`src/design/serial_cfg_pkg.sv`:
```
// Functional notes
// - sixteen 32-bit latches behind one three-wire port
// - port ignores everything while chip enable low
// - data MSB first, captured on clock rise
// - strobe rise copies shift register into one latch
// - low four bits pick the destination latch
// - readback starts: latch 7 written, bit 8 set
// - readback after latching; strobe held high throughout
// - device shifts readback word out MSB first
// - host discards first bit after the latch
// - eighteen clocks per readback, then strobe low
// - frequency error: signed 16 bits, FSK only
// - value times demod clock over 2^18 is IF
// - strength: level 6:0, filter 8:7, LNA 10:9
// - host locks gain loop before readback with AFC
// - lock modes: sync-hold, sync-count, immediate, release
// - battery, aux ADC, temperature: 7 bits in 6:0
// - revision: product code 15:4, revision 3:0
// - filter calibration: 8 bits, upper byte zero
// - host may trim filter with readback minus 128
package serial_cfg_pkg;
  // ==========================================
  // serial word layout
  localparam int WORD_W = 32;
  localparam int NUM_LATCHES = 16;
  localparam int ADDR_W = 4;
  localparam int RB_BITS = 16;
  localparam int RB_CLOCKS = 18;
  localparam logic [3:0] RB_SETUP_ADDR = 4'h7;
  localparam int RB_SELECT_BIT = 8;
  localparam int RB_CODE_LSB = 4;
  localparam int RB_CODE_W = 3;
  localparam logic [3:0] LOCK_REG_ADDR = 4'hC;
  localparam int LOCK_LSB = 4;
  localparam int FILTER_ADJ_LSB = 14;
  localparam logic [7:0] FILTER_CAL_MID = 8'h80;
  // ==========================================
  // readback selection codes
  localparam logic [2:0] RB_BATTERY = 3'h0;
  localparam logic [2:0] RB_TEMP = 3'h1;
  localparam logic [2:0] RB_AUX_ADC = 3'h2;
  localparam logic [2:0] RB_STRENGTH = 3'h3;
  localparam logic [2:0] RB_FREQ_ERR = 3'h4;
  localparam logic [2:0] RB_REVISION = 3'h5;
  localparam logic [2:0] RB_FILTER_CAL = 3'h6;
  // ==========================================
  // gain lock modes
  localparam logic [1:0] LOCK_RELEASE = 2'h0;
  localparam logic [1:0] LOCK_SYNC_HOLD = 2'h1;
  localparam logic [1:0] LOCK_SYNC_COUNT = 2'h2;
  localparam logic [1:0] LOCK_NOW = 2'h3;
  // ==========================================
  // timing at the 10 MHz system clock
  localparam int CLK_FREQ_HZ = 10000000;
  localparam int CE_SETTLE_US = 100;
  localparam int CE_SETTLE_CYCLES = CE_SETTLE_US * (CLK_FREQ_HZ / 1000000);
  localparam int SCLK_HALF_CYCLES = 8;
  // ==========================================
  // host controller register offsets
  localparam logic [7:0] OFS_TX_WORD = 8'h00;
  localparam logic [7:0] OFS_CONTROL = 8'h04;
  localparam logic [7:0] OFS_STATUS = 8'h08;
  localparam logic [7:0] OFS_RB_DATA = 8'h0C;
  localparam int CTL_START = 0;
  localparam int CTL_READBACK = 1;
  localparam int CTL_CHIP_EN = 2;
  localparam int STS_BUSY = 0;
  localparam int STS_DONE = 1;
  localparam int STS_SETTLED = 2;
endpackage

```
`src/design/serial_port_if.sv`:
```
`timescale 1ns/100ps
// ==========================================
// three-wire port plus readback pin
interface serial_port_if;
  logic chip_enable; // device enable, high active
  logic serial_clock; // host-made shift clock
  logic serial_write_data; // write data, MSB first
  logic serial_latch_strobe; // latch strobe
  logic serial_read_data_o; // device readback drive value
  logic serial_read_data_oe; // high while device drives
  logic serial_read_data; // resolved pin level
  // pin resolution; no pull here, so a released pin shows the inverse level
  assign serial_read_data = serial_read_data_oe ? serial_read_data_o : ~serial_read_data_o;
  modport dev (
    input chip_enable,
    input serial_clock,
    input serial_write_data,
    input serial_latch_strobe,
    output serial_read_data_o,
    output serial_read_data_oe
  );
  modport host (
    output chip_enable,
    output serial_clock,
    output serial_write_data,
    output serial_latch_strobe,
    input serial_read_data
  );
endinterface

```
`src/design/cfg_port_device.sv`:
```
`timescale 1ns/100ps
// ==========================================
// device end: shift register, latches, readback
module cfg_port_device #(
  parameter logic [11:0] PRODUCT_CODE = 12'h345, // arbitrary value
  parameter logic [3:0] REVISION_CODE = 4'h1 // arbitrary value
) (
  input wire logic CLK,
  input wire logic RST_N,
  serial_port_if.dev PORT,
  input wire logic [serial_cfg_pkg::RB_BITS-1:0] FREQ_ERROR,
  input wire logic FREQ_ERROR_VALID,
  input wire logic [6:0] STRENGTH_LEVEL,
  input wire logic [1:0] FILTER_GAIN,
  input wire logic [1:0] LNA_GAIN,
  input wire logic [6:0] BATTERY_LEVEL,
  input wire logic [6:0] AUX_ADC_LEVEL,
  input wire logic [6:0] TEMP_LEVEL,
  input wire logic [7:0] FILTER_CAL,
  input wire logic SYNC_FOUND,
  input wire logic LOCK_SPAN_DONE,
  output logic [serial_cfg_pkg::NUM_LATCHES*serial_cfg_pkg::WORD_W-1:0] CONFIG_WORDS,
  output logic LATCH_PULSE,
  output logic [serial_cfg_pkg::ADDR_W-1:0] LATCH_ADDR,
  output logic GAIN_LOCK
);
  import serial_cfg_pkg::*;

  // ==========================================
  // pin synchronisers
  // bit order: strobe, data, clock, enable
  logic [3:0] pin_sync1_reg; // first stage, read only by second
  logic [3:0] pin_sync2_reg; // stable copies
  logic clk_prev_reg; // previous clock level
  logic strobe_prev_reg; // previous strobe level
  logic ce_on; // enable seen
  logic clk_rise; // qualified clock edge
  logic strobe_rise; // qualified strobe edge
  logic strobe_level; // strobe still high

  // two stages before any logic looks at a pin
  always_ff @(posedge CLK) begin
    if (!RST_N) begin
      pin_sync1_reg <= 4'h0;
      pin_sync2_reg <= 4'h0;
    end else begin
      pin_sync1_reg <= {PORT.serial_latch_strobe, PORT.serial_write_data,
                        PORT.serial_clock, PORT.chip_enable};
      pin_sync2_reg <= pin_sync1_reg;
    end
  end

  // edge history
  always_ff @(posedge CLK) begin
    if (!RST_N) begin
      clk_prev_reg <= 1'b0;
      strobe_prev_reg <= 1'b0;
    end else begin
      clk_prev_reg <= pin_sync2_reg[1];
      strobe_prev_reg <= pin_sync2_reg[3];
    end
  end

  // all edges gated by enable, so a dead port sees nothing
  assign ce_on = pin_sync2_reg[0];
  assign clk_rise = ce_on & pin_sync2_reg[1] & ~clk_prev_reg;
  assign strobe_rise = ce_on & pin_sync2_reg[3] & ~strobe_prev_reg;
  assign strobe_level = pin_sync2_reg[3];

  // ==========================================
  // write path
  logic [WORD_W-1:0] shift_reg; // incoming word
  logic [WORD_W-1:0] latch_mem [NUM_LATCHES]; // holding latches
  logic latch_pulse_reg; // one-cycle latch event
  logic [ADDR_W-1:0] latch_addr_reg; // last latch written

  // one bit per clock rise, oldest bit ends up in bit 31
  always_ff @(posedge CLK) begin
    if (!RST_N) begin
      shift_reg <= '0;
    end else if (clk_rise) begin
      shift_reg <= {shift_reg[WORD_W-2:0], pin_sync2_reg[2]};
    end
  end

  // whole word copied on the strobe edge, address from the low nibble
  always_ff @(posedge CLK) begin
    if (!RST_N) begin
      for (int i = 0; i < NUM_LATCHES; i++) begin
        latch_mem[i] <= '0;
      end
    end else if (strobe_rise) begin
      latch_mem[shift_reg[ADDR_W-1:0]] <= shift_reg;
    end
  end

  // latch event report
  always_ff @(posedge CLK) begin
    if (!RST_N) begin
      latch_pulse_reg <= 1'b0;
      latch_addr_reg <= '0;
    end else begin
      latch_pulse_reg <= strobe_rise;
      if (strobe_rise) begin
        latch_addr_reg <= shift_reg[ADDR_W-1:0];
      end
    end
  end

  // flatten latches for the rest of the chip
  generate
    for (genvar g = 0; g < NUM_LATCHES; g++) begin : g_flat
      assign CONFIG_WORDS[g*WORD_W +: WORD_W] = latch_mem[g];
    end
  endgenerate
  assign LATCH_PULSE = latch_pulse_reg;
  assign LATCH_ADDR = latch_addr_reg;

  // ==========================================
  // readback word selection
  function automatic logic [RB_BITS-1:0] pick_word(input logic [RB_CODE_W-1:0] code);
    logic [RB_BITS-1:0] w;
    w = '0;
    unique case (code)
      // signed, value*demod/2^18 is the IF; zero when not valid
      RB_FREQ_ERR: w = FREQ_ERROR_VALID ? FREQ_ERROR : '0;
      RB_STRENGTH: w = {5'h00, LNA_GAIN, FILTER_GAIN, STRENGTH_LEVEL};
      RB_BATTERY: w = {9'h000, BATTERY_LEVEL};
      RB_TEMP: w = {9'h000, TEMP_LEVEL};
      RB_AUX_ADC: w = {9'h000, AUX_ADC_LEVEL};
      RB_REVISION: w = {PRODUCT_CODE, REVISION_CODE};
      RB_FILTER_CAL: w = {8'h00, FILTER_CAL};
      default: w = '0; // unused code reads zero
    endcase
    return w;
  endfunction

  // ==========================================
  // readback shifter
  logic rb_active_reg; // readback in progress
  logic [4:0] rb_count_reg; // clock rises seen in readback
  logic [RB_BITS-1:0] rb_shift_reg; // word being sent
  logic rd_out_reg; // pin value
  logic rd_oe_reg; // pin drive enable
  logic rb_start; // setup word latched with select bit

  assign rb_start = strobe_rise && (shift_reg[ADDR_W-1:0] == RB_SETUP_ADDR)
                    && shift_reg[RB_SELECT_BIT];

  // first rise drives a throwaway bit, then 16 bits, then release
  always_ff @(posedge CLK) begin
    if (!RST_N) begin
      rb_active_reg <= 1'b0;
      rb_count_reg <= 5'h00;
      rb_shift_reg <= '0;
      rd_out_reg <= 1'b0;
      rd_oe_reg <= 1'b0;
    end else if (rb_start) begin
      // parallel load at the latch edge
      rb_active_reg <= 1'b1;
      rb_count_reg <= 5'h00;
      rb_shift_reg <= pick_word(shift_reg[RB_CODE_LSB +: RB_CODE_W]);
      rd_oe_reg <= 1'b0;
    end else if (!ce_on || (rb_active_reg && !strobe_level)) begin
      // enable lost or strobe dropped early: let the pin float
      rb_active_reg <= 1'b0;
      rd_oe_reg <= 1'b0;
    end else if (rb_active_reg && clk_rise) begin
      rb_count_reg <= rb_count_reg + 5'h01;
      if (rb_count_reg == 5'h00) begin
        // throwaway bit, host ignores it
        rd_oe_reg <= 1'b1;
        rd_out_reg <= 1'b0;
      end else if (rb_count_reg <= 5'(RB_BITS)) begin
        rd_out_reg <= rb_shift_reg[RB_BITS-1];
        rb_shift_reg <= {rb_shift_reg[RB_BITS-2:0], 1'b0};
      end else begin
        // eighteenth rise returns the pin to float
        rd_oe_reg <= 1'b0;
        rb_active_reg <= 1'b0;
      end
    end
  end

  assign PORT.serial_read_data_o = rd_out_reg;
  assign PORT.serial_read_data_oe = rd_oe_reg;

  // ==========================================
  // gain / threshold lock
  logic lock_reg; // envelope, AFC and AGC frozen
  logic [1:0] lock_mode; // current mode field

  assign lock_mode = latch_mem[LOCK_REG_ADDR][LOCK_LSB +: 2];

  // mode change only takes hold on the next cycle after the latch
  always_ff @(posedge CLK) begin
    if (!RST_N) begin
      lock_reg <= 1'b0;
    end else begin
      unique case (lock_mode)
        LOCK_RELEASE: lock_reg <= 1'b0;
        LOCK_NOW: lock_reg <= 1'b1;
        LOCK_SYNC_HOLD: begin
          if (SYNC_FOUND) begin
            lock_reg <= 1'b1;
          end
        end
        LOCK_SYNC_COUNT: begin
          // byte count elapsed releases, a new sync word relocks
          if (SYNC_FOUND) begin
            lock_reg <= 1'b1;
          end else if (LOCK_SPAN_DONE) begin
            lock_reg <= 1'b0;
          end
        end
      endcase
    end
  end

  assign GAIN_LOCK = lock_reg;
endmodule

```
`src/flat_wrapper.sv`:
```
// flat-port wrapper written by rule: the top's interface ports become plain ports
module cfg_port_device_flat import serial_cfg_pkg::*;
#(
  parameter logic [11:0] PRODUCT_CODE = 12'h345,                   
  parameter logic [3:0] REVISION_CODE = 4'h1                   
)
  (CLK, RST_N, FREQ_ERROR, FREQ_ERROR_VALID, STRENGTH_LEVEL, FILTER_GAIN, LNA_GAIN, BATTERY_LEVEL, AUX_ADC_LEVEL, TEMP_LEVEL, FILTER_CAL, SYNC_FOUND, LOCK_SPAN_DONE, CONFIG_WORDS, LATCH_PULSE, LATCH_ADDR, GAIN_LOCK, PORT_chip_enable, PORT_serial_clock, PORT_serial_write_data, PORT_serial_latch_strobe, PORT_serial_read_data_o, PORT_serial_read_data_oe);
  serial_port_if PORT_i ();
  input wire logic CLK;
  input wire logic RST_N;
  input wire logic [serial_cfg_pkg::RB_BITS-1:0] FREQ_ERROR;
  input wire logic FREQ_ERROR_VALID;
  input wire logic [6:0] STRENGTH_LEVEL;
  input wire logic [1:0] FILTER_GAIN;
  input wire logic [1:0] LNA_GAIN;
  input wire logic [6:0] BATTERY_LEVEL;
  input wire logic [6:0] AUX_ADC_LEVEL;
  input wire logic [6:0] TEMP_LEVEL;
  input wire logic [7:0] FILTER_CAL;
  input wire logic SYNC_FOUND;
  input wire logic LOCK_SPAN_DONE;
  output logic [serial_cfg_pkg::NUM_LATCHES*serial_cfg_pkg::WORD_W-1:0] CONFIG_WORDS;
  output logic LATCH_PULSE;
  output logic [serial_cfg_pkg::ADDR_W-1:0] LATCH_ADDR;
  output logic GAIN_LOCK;
  input wire logic [$bits(PORT_i.chip_enable)-1:0] PORT_chip_enable;
  input wire logic [$bits(PORT_i.serial_clock)-1:0] PORT_serial_clock;
  input wire logic [$bits(PORT_i.serial_write_data)-1:0] PORT_serial_write_data;
  input wire logic [$bits(PORT_i.serial_latch_strobe)-1:0] PORT_serial_latch_strobe;
  output wire logic [$bits(PORT_i.serial_read_data_o)-1:0] PORT_serial_read_data_o;
  output wire logic [$bits(PORT_i.serial_read_data_oe)-1:0] PORT_serial_read_data_oe;
  assign PORT_i.chip_enable = PORT_chip_enable;
  assign PORT_i.serial_clock = PORT_serial_clock;
  assign PORT_i.serial_write_data = PORT_serial_write_data;
  assign PORT_i.serial_latch_strobe = PORT_serial_latch_strobe;
  assign PORT_serial_read_data_o = PORT_i.serial_read_data_o;
  assign PORT_serial_read_data_oe = PORT_i.serial_read_data_oe;
  cfg_port_device #(.PRODUCT_CODE(PRODUCT_CODE), .REVISION_CODE(REVISION_CODE)) u_core (.CLK(CLK), .RST_N(RST_N), .PORT(PORT_i), .FREQ_ERROR(FREQ_ERROR), .FREQ_ERROR_VALID(FREQ_ERROR_VALID), .STRENGTH_LEVEL(STRENGTH_LEVEL), .FILTER_GAIN(FILTER_GAIN), .LNA_GAIN(LNA_GAIN), .BATTERY_LEVEL(BATTERY_LEVEL), .AUX_ADC_LEVEL(AUX_ADC_LEVEL), .TEMP_LEVEL(TEMP_LEVEL), .FILTER_CAL(FILTER_CAL), .SYNC_FOUND(SYNC_FOUND), .LOCK_SPAN_DONE(LOCK_SPAN_DONE), .CONFIG_WORDS(CONFIG_WORDS), .LATCH_PULSE(LATCH_PULSE), .LATCH_ADDR(LATCH_ADDR), .GAIN_LOCK(GAIN_LOCK));
endmodule
```
`config.mk`:
```
export PLATFORM = sky130hd
export DESIGN_NAME = cfg_port_device_flat
export DESIGN_NICKNAME = d
export VERILOG_FILES = /design/src/design/serial_cfg_pkg.sv /design/src/design/serial_port_if.sv /design/src/design/cfg_port_device.sv /design/src/flat_wrapper.sv
export SDC_FILE = /design/constraint.sdc
export NUM_CORES = 1
export LEC_CHECK = 0
export BUFFER_PORTS_ARGS = -buffer_cell sky130_fd_sc_hd__buf_2
export CAP_MARGIN = 20
export CORE_AREA = 2 2 229 231
export DETAILED_ROUTE_END_ITERATION = 12
export DIE_AREA = 0 0 231 233
export HOLD_SLACK_MARGIN = 0.05
export PLACE_DENSITY_LB_ADDON = 0.2
export SETUP_SLACK_MARGIN = 0.4
export SLEW_MARGIN = 20
export SYNTH_ARGS = -nofsm -noshare
export SYNTH_HDL_FRONTEND = slang
export SYNTH_SLANG_ARGS = --single-unit
export TNS_END_PERCENT = 10
```
`constraint.sdc`:
```
create_clock -name CLK -period 4.7 [get_ports CLK]
set_input_delay 0.705 -clock CLK [delete_from_list [all_inputs] [get_ports CLK]]
set_output_delay 0.705 -clock CLK [all_outputs]
set_load 0.05 [all_outputs]
```
==> results of run 1 <==
cells in the final DEF, fill, tap and decap left out, drive strengths merged, types with 2 or more instances in the layout:
cell type	instances
nand3	5
nor2	44
inv	13
a22o	7
a222oi	7
nand4	2
ha	8
clkinvlp	3
and2	425
nor3	40
conb	32
a32oi	5
xnor2	2
dfxtp	72
a21oi	52
mux2	4
o221a	4
a311oi	6
a22oi	3
nand2b	9
o31ai	6
and3	2
clkbuf	72
nor4	9
diode	2
a21boi	3
a221oi	2
bufinv	4
buf	619
nand3b	5
xor2	2
a31o	2
o21ai	18
nand2	85
clkinv	32
a21o	2
edfxtp	512
final cells by class:
type | count | area, um2 | area share, %
clock inverters | 40 | 320 | 1.15
well taps | 680 | 851 | 3.05
repair buffers | 619 | 3310 | 11.8
clock buffers | 72 | 1550 | 5.54
flip-flops and latches | 584 | 16800 | 60.2
multi-input cells | 806 | 5040 | 18.0
inverters | 12 | 45.0 | 0.161
diodes | 2 | 5.00 | 0.0179
per-stage QoR:
stage	power, W	area (um2)	std cells	setup slack [ps]
floorplan	0.00665	22200	1510	537
global placement	0.00693	25900	2694	1190
detailed placement	0.00694	25900	2695	1140
CTS	0.0115	27800	2807	1330
global route	0.0117	27900	2813	1490
finish	0.0114	27900	2815	1650
worst max-delay path: stages (launching register included):
cell and delay (ps):
dfxtp_1 910, nand2b_2 580, o21ai_4 920, buf_4 300
power breakdown:
part / internal [W] / switching (W) / total (W)
registers: 0.00579 / 0.0000621 / 0.00585
clock network: 0.00256 / 0.00199 / 0.00455
logic: 0.000160 / 0.000819 / 0.000979
final timing paths:
| kind | startpoint | slack [ps] | to |
|---|---|---|---|
| worst max register to register | u_core.shift_reg[2]$_SDFFE_PN0N_ | 1650 | u_core.latch_mem[5][29]$_SDFFCE_PN0P_ |
| worst max-delay path | u_core.shift_reg[2]$_SDFFE_PN0N_ | 1650 | u_core.latch_mem[5][29]$_SDFFCE_PN0P_ |
| worst min register to register | u_core.pin_sync1_reg[3]$_SDFF_PN0_ | 430 | u_core.pin_sync2_reg[3]$_SDFF_PN0_ |
| worst min-delay path | PORT_chip_enable | 290 | u_core.pin_sync1_reg[0]$_SDFF_PN0_ |
kinds of logic (layout without fill, tap and decap cells):
family	count (synthesis)	in the layout	synth area share [%]
other	1	34	0.0170
buffers and inverters	120	743	2.24
muxes	5	5	0.250
and+or+nand+nor	634	634	16.8
xor gates and xnor gates	4	4	0.159
adders and majority gates	8	8	0.454
AOI/OAI and AO/OA	123	123	3.79
DFF	584	584	76.3
per-layer routing:
layer | vias to the layer above | track usage [%]
met3 | 85 | 5.27
li1 | 6399 | -
met5 | - | 0
met4 | 0 | 6.83
met2 | 599 | 45.5
met1 | 7099 | 31.3
==> results by group, run 1 <==
Run status
  • Status: complete, no violations

Power and ir drop
  • Pwr/cell area: 408 nW/um2
  • Leak: 11.4 nW
  • Maximum vdd drop: 308 uV

Detailed routing
  • Drt pass-1 iters: 7
  • Avg WL per Cell: around 25 um
  • Final antenna-violating net count: 0
  • Routed met1 length: 26,900 um
  • Initial DRC count: 1,212
  • Drt drc: 0
  • Via density: 5.04
  • Drt total wl: 69,600 um
  • Highest routed layer: met4
  • DR WL met3: roughly 4800 um
  • Vias: 14,200
  • Met2 WL post-DR: 36,400 um

Timing
  • Slew Limit Fails: 0
  • Hold_ws: a little under 300 ps
  • Clock Skews: 13.9 ps
  • Peak Freq: 0.328 GHz
  • RSZ-0062 raised after global routing: no
  • Hold Fails Final Rpt: 0
  • Setup Total Neg Slack: 0 ps
  • Slew HR: 21.7%
  • Worst-Margin Slew: about 1200 ps
  • Setup-failing EPs final: 0
  • Crit share post-route: 64.9%
  • Post-layout min period: 3050 ps

Clock network
  • Max clock buf depth: 3
  • CTS sink cnt: 584
  • H-Tree Depth: 2
  • # hold bufs at CTS: 0
  • CTS clk-pin slew, worst paths: 60 ps
  • Worst-skew pair later-pin latency: 620 ps
  • Post-CTS sizing: 0
  • Root buf cell: clkbuf_16
  • TritonCTS clock tree: yes
  • CTS buffer count: 60
  • Post-CTS Setup Repair Bufs: 0

Floorplan
  • Die area: 53,800 um2
  • Die Y-Extent: approximately 230 um
  • Placement Rows: 83
  • CORE AREA: about 51,000 um2
  • Chip Width: 231 um
  • IO Pins: 585
  • Initial Util: 43.2%

Synth
  • Most frequent cells after synthesis: 512 x edfxtp_1, 425 x and2_1, 85 x nand2_1, 82 x clkbuf_1, 72 x dfxtp_1
  • Post-synthesis cell area: 22,000 um2
  • Top_reg_cell synth: edfxtp_1
  • Synth top area cells: edfxtp_1 70%, and2_1 12%, dfxtp_1 6.5%, nand2_1 1.4%, clkbuf_1 1.4%
  • Count of flip-flops with a built-in enable after synthesis: slightly above 500
  • Syn_area_per_cell: between 10 and 15 um2
  • Ys async rst share: 0%
  • Synth warn: 0
  • Cell with the most instances after synthesis: edfxtp_1
  • Distinct cell type count after synthesis: 61
  • Register area share after synthesis: between 70 and 80%
  • Top-area cell type share of the netlist area: approximately 70%
  • Yosys top cell by area: edfxtp_1
  • Syn Inst Count: 1,479
  • FF+latch count, synth: roughly 580

Placed design
  • DP HPWL: 47,000 um
  • I/O Buffers: 584
  • Gp weighted congestion: approximately 0.84

Final layout
  • Area grow syn2layout: 26.7%
  • Max FFs per register: 512
  • Filler cells: 4,243
  • Nets: 2,156
  • Layout cell share with drive strength beyond 1: 35.3%
  • Finished Core Util: roughly 55%

Flow run
  • Max Cap Viol: 0

Global route
  • Vias in the first global route: 13,800
  • First-pass GRT wire length: approximately 98,000 um
  • Largest net degree at the start of global routing: 45
  • All-Layer GR Usage: 25.4%
  • GR Overflow Total: 0
  • Initial antenna violation count: 1

Setup path
  • CP startpoint kind: register
  • CP required: 5020 ps
  • CP max FO: 24
  • WS Path Type: register to register
  • CP Capture Type: register
  • CP arrival: 3370 ps
  • Reg2Reg Depth: 3

Hold path
  • Hold crit path type: input pin to register
  • Hold path depth: 2
Power figures use the tool's default switching activity.
==> inputs of run 2 (changes only) <==
==> constraint.sdc (replaced) <==
create_clock -name CLK -period 2.5 [get_ports CLK]
set_input_delay 0.375 -clock CLK [delete_from_list [all_inputs] [get_ports CLK]]
set_output_delay 0.375 -clock CLK [all_outputs]
set_load 0.05 [all_outputs]
==> run 2 against run 1 <==
Final area up 1.1%. Core utilization increased by 0.60 points. Clock power is 84% higher. Flip-flop and latch count stayed put. Clock skew rose by 6.6 ps. Routed wire length fell by 0.86%. Largest power group unchanged.
==> results by group, run 2 (synthesis gave the netlist of run 1 again) <==
Run status
  • Status: complete, no violations

Clock network
  • Root buf cell: clkbuf_16
  • TritonCTS clock tree: yes
  • CTS sink cnt: 584
  • Max clock buf depth: 3
  • Post-CTS Setup Repair Bufs: 0
  • CTS clk-pin slew, worst paths: roughly 60 ps
  • H-Tree Depth: 2
  • CTS buffer count: a little under 60
  • Worst-skew pair later-pin latency: 610 ps

Placed design
  • Gp weighted congestion: 0.894
  • Pre-CTS setup slack: between 200 and 300 ps
  • I/O Buffers: 584
  • DP HPWL: around 48,000 um
  • Placed insts: 2,732

Floorplan
  • Die area: roughly 54,000 um2
  • CORE AREA: 51,100 um2
  • Initial Util: 43.2%
  • IO Pins: 585
  • Placement Rows: 83
  • Die Y-Extent: 233 um
  • Chip Width: 231 um

Global route
  • Initial antenna violation count: 0
  • Vias in the first global route: about 14,000
  • All-Layer GR Usage: 25.2%
  • First-pass GRT wire length: 97,200 um
  • Largest net degree at the start of global routing: 45
  • GR Overflow Total: 0

Final layout
  • Area grow syn2layout: 28.1%
  • Finished Core Util: 55.3%
  • Multi-input gate area: approximately 5000 um2
  • Final std cells w/o fill: ~2,800
  • Most frequent cells in the layout: 584 x buf_2, 512 x edfxtp_1, 425 x and2_1
  • Nets: 2,190
  • FF/Latch Area: 16,800 um2
  • Antenna cell count: 0
  • Max FFs per register: 512
  • Filler cells: around 4,300
  • Commonest non-fill, non-tap cell in the layout: buf_2
  • Layout cell share with drive strength beyond 1: 36.3%

Timing
  • Peak Freq: about 0.45 GHz
  • Slew HR: 32.9%
  • Hold Fails Final Rpt: 0
  • Setup Total Neg Slack: 0 ps
  • Clock Skews: 20.5 ps
  • Post-layout min period: 2200 ps
  • Crit share post-route: approximately nine tenths
  • Slew Limit Fails: 0
  • Worst-Margin Slew: about 1000 ps
  • Setup-failing EPs final: 0
  • Post-route setup slack: 295 ps
  • RSZ-0062 raised after global routing: yes

Detailed routing
  • Vias: 14,300
  • Drt drc: 0
  • Initial DRC count: about 1,100
  • Avg WL per Cell: 24.3 um
  • Via density: 5.02
  • Drt total wl: just under 70,000 um
  • Final antenna-violating net count: 0
  • Drt pass-1 iters: 7

Setup path
  • FF-to-FF End: u_core.latch_mem[4][6]$_SDFFCE_PN0P_
  • CP startpoint kind: register
  • CP required: 2960 ps
  • Worst Setup EP: u_core.latch_mem[4][6]$_SDFFCE_PN0P_
  • Reg2reg setup slack: around 300 ps
  • Crit-path slowest cell: or4_4
  • CP arrival: ~2700 ps
  • Critical Path Start: u_core.pin_sync2_reg[0]$_SDFF_PN0_
  • CP peak stage delay: 580 ps
  • Reg2Reg Depth: 5
  • CP max FO: 26
  • Cell Chain, Critical Path: nand3b_4, or4_4, buf_4, nor2_4, and2_1
  • Reg2reg start: u_core.pin_sync2_reg[0]$_SDFF_PN0_
  • CP Capture Type: register
  • WS Path Type: register to register

Flow run
  • Max Cap Viol: 0

Power and ir drop
  • Maximum vdd drop: 493 uV
  • Pwr/cell area: 752 nW/um2
  • Leak: 11.6 nW

Hold path
  • Hold crit path type: input pin to register
run 2: changes by cell type in the layout (fill, tap and decap cells not counted), sizes merged:
cell,delta
diode,-2
clkbuf,+3
inv,+1
clkinv,-8
bufinv,-1
dlygate4sd3,+5
clkinvlp,-1
buf,+31
run 2: power breakdown:
part / switching (W) / total, W / internal, W / leakage, nW
Combinational: 0.00155 / 0.00188 / 0.000323 / 4.85
Clock: 0.00366 / 0.00836 / 0.00471 / 0.886
Sequential: 0.000107 / 0.0110 / 0.0109 / 5.85
Total: 0.00532 / 0.0212 / 0.0159 / 11.6
run 2: critical path, delay by kind of cell (launching register included):
kind | cells | cell delay (ps)
buf+inv | 1 | 240
flops | 1 | 410
simple gates | 4 | 1400
run 2: cell type report:
| class | count | share of cell area [%] |
|---|---|---|
| timing repair buffer | 655 | 13.0 |
| inverter | 12 | 0.160 |
| tap | 680 | 3.01 |
| sequential | 584 | 59.6 |
| multi-input combinational | 806 | 17.8 |
| clock buffer | 75 | 5.51 |
| clock inverter | 31 | 0.886 |
run 2: metrics by stage:
stage / cell area, um2 / hold WS (ps) / power, W
2_1_floorplan: 22300 / 412 / 0.0125
3_3_place_gp: 26400 / 427 / 0.0131
3_5_place_dp: 26400 / 424 / 0.0131
4_1_cts: 28200 / 73.3 / 0.0214
5_1_grt: 28200 / 90.5 / 0.0218
6_report: 28200 / 109 / 0.0212
run 2: layer usage:
metal  vias up  global-route usage [%]  wire length (um)
li1       6464                       -                 -
met2       588                    43.6             35100
met3        97                    6.27              5110
met4         0                    7.88              2030
met1      7114                    31.1             26800
met5         -                       0                 0
run 2: repair_timing:
action / 4_1_cts / 5_1_grt
hold endpoints to repair: 5 / 0
setup endpoints to repair: 116 / 294
hold buffers: 5 / 0
gates resized for setup: 0 / 1
run 2: how the worst min path moves through the flow:
stage | depth (start not counted) | startpoint | slack (ps) | end
after floorplan | 1 | u_core.pin_sync1_reg[0]$_SDFF_PN0_ | 410 | u_core.pin_sync2_reg[0]$_SDFF_PN0_
after global placement | 1 | u_core.pin_sync1_reg[1]$_SDFF_PN0_ | 430 | u_core.pin_sync2_reg[1]$_SDFF_PN0_
after detailed placement | 1 | u_core.pin_sync1_reg[1]$_SDFF_PN0_ | 420 | u_core.pin_sync2_reg[1]$_SDFF_PN0_
after CTS | 3 | FREQ_ERROR[15] | 70 | u_core.rb_shift_reg[15]$_SDFFE_PN0P_
after global routing | 3 | FREQ_ERROR[14] | 90 | u_core.rb_shift_reg[14]$_SDFFE_PN0P_
final | 3 | FREQ_ERROR[14] | 110 | u_core.rb_shift_reg[14]$_SDFFE_PN0P_
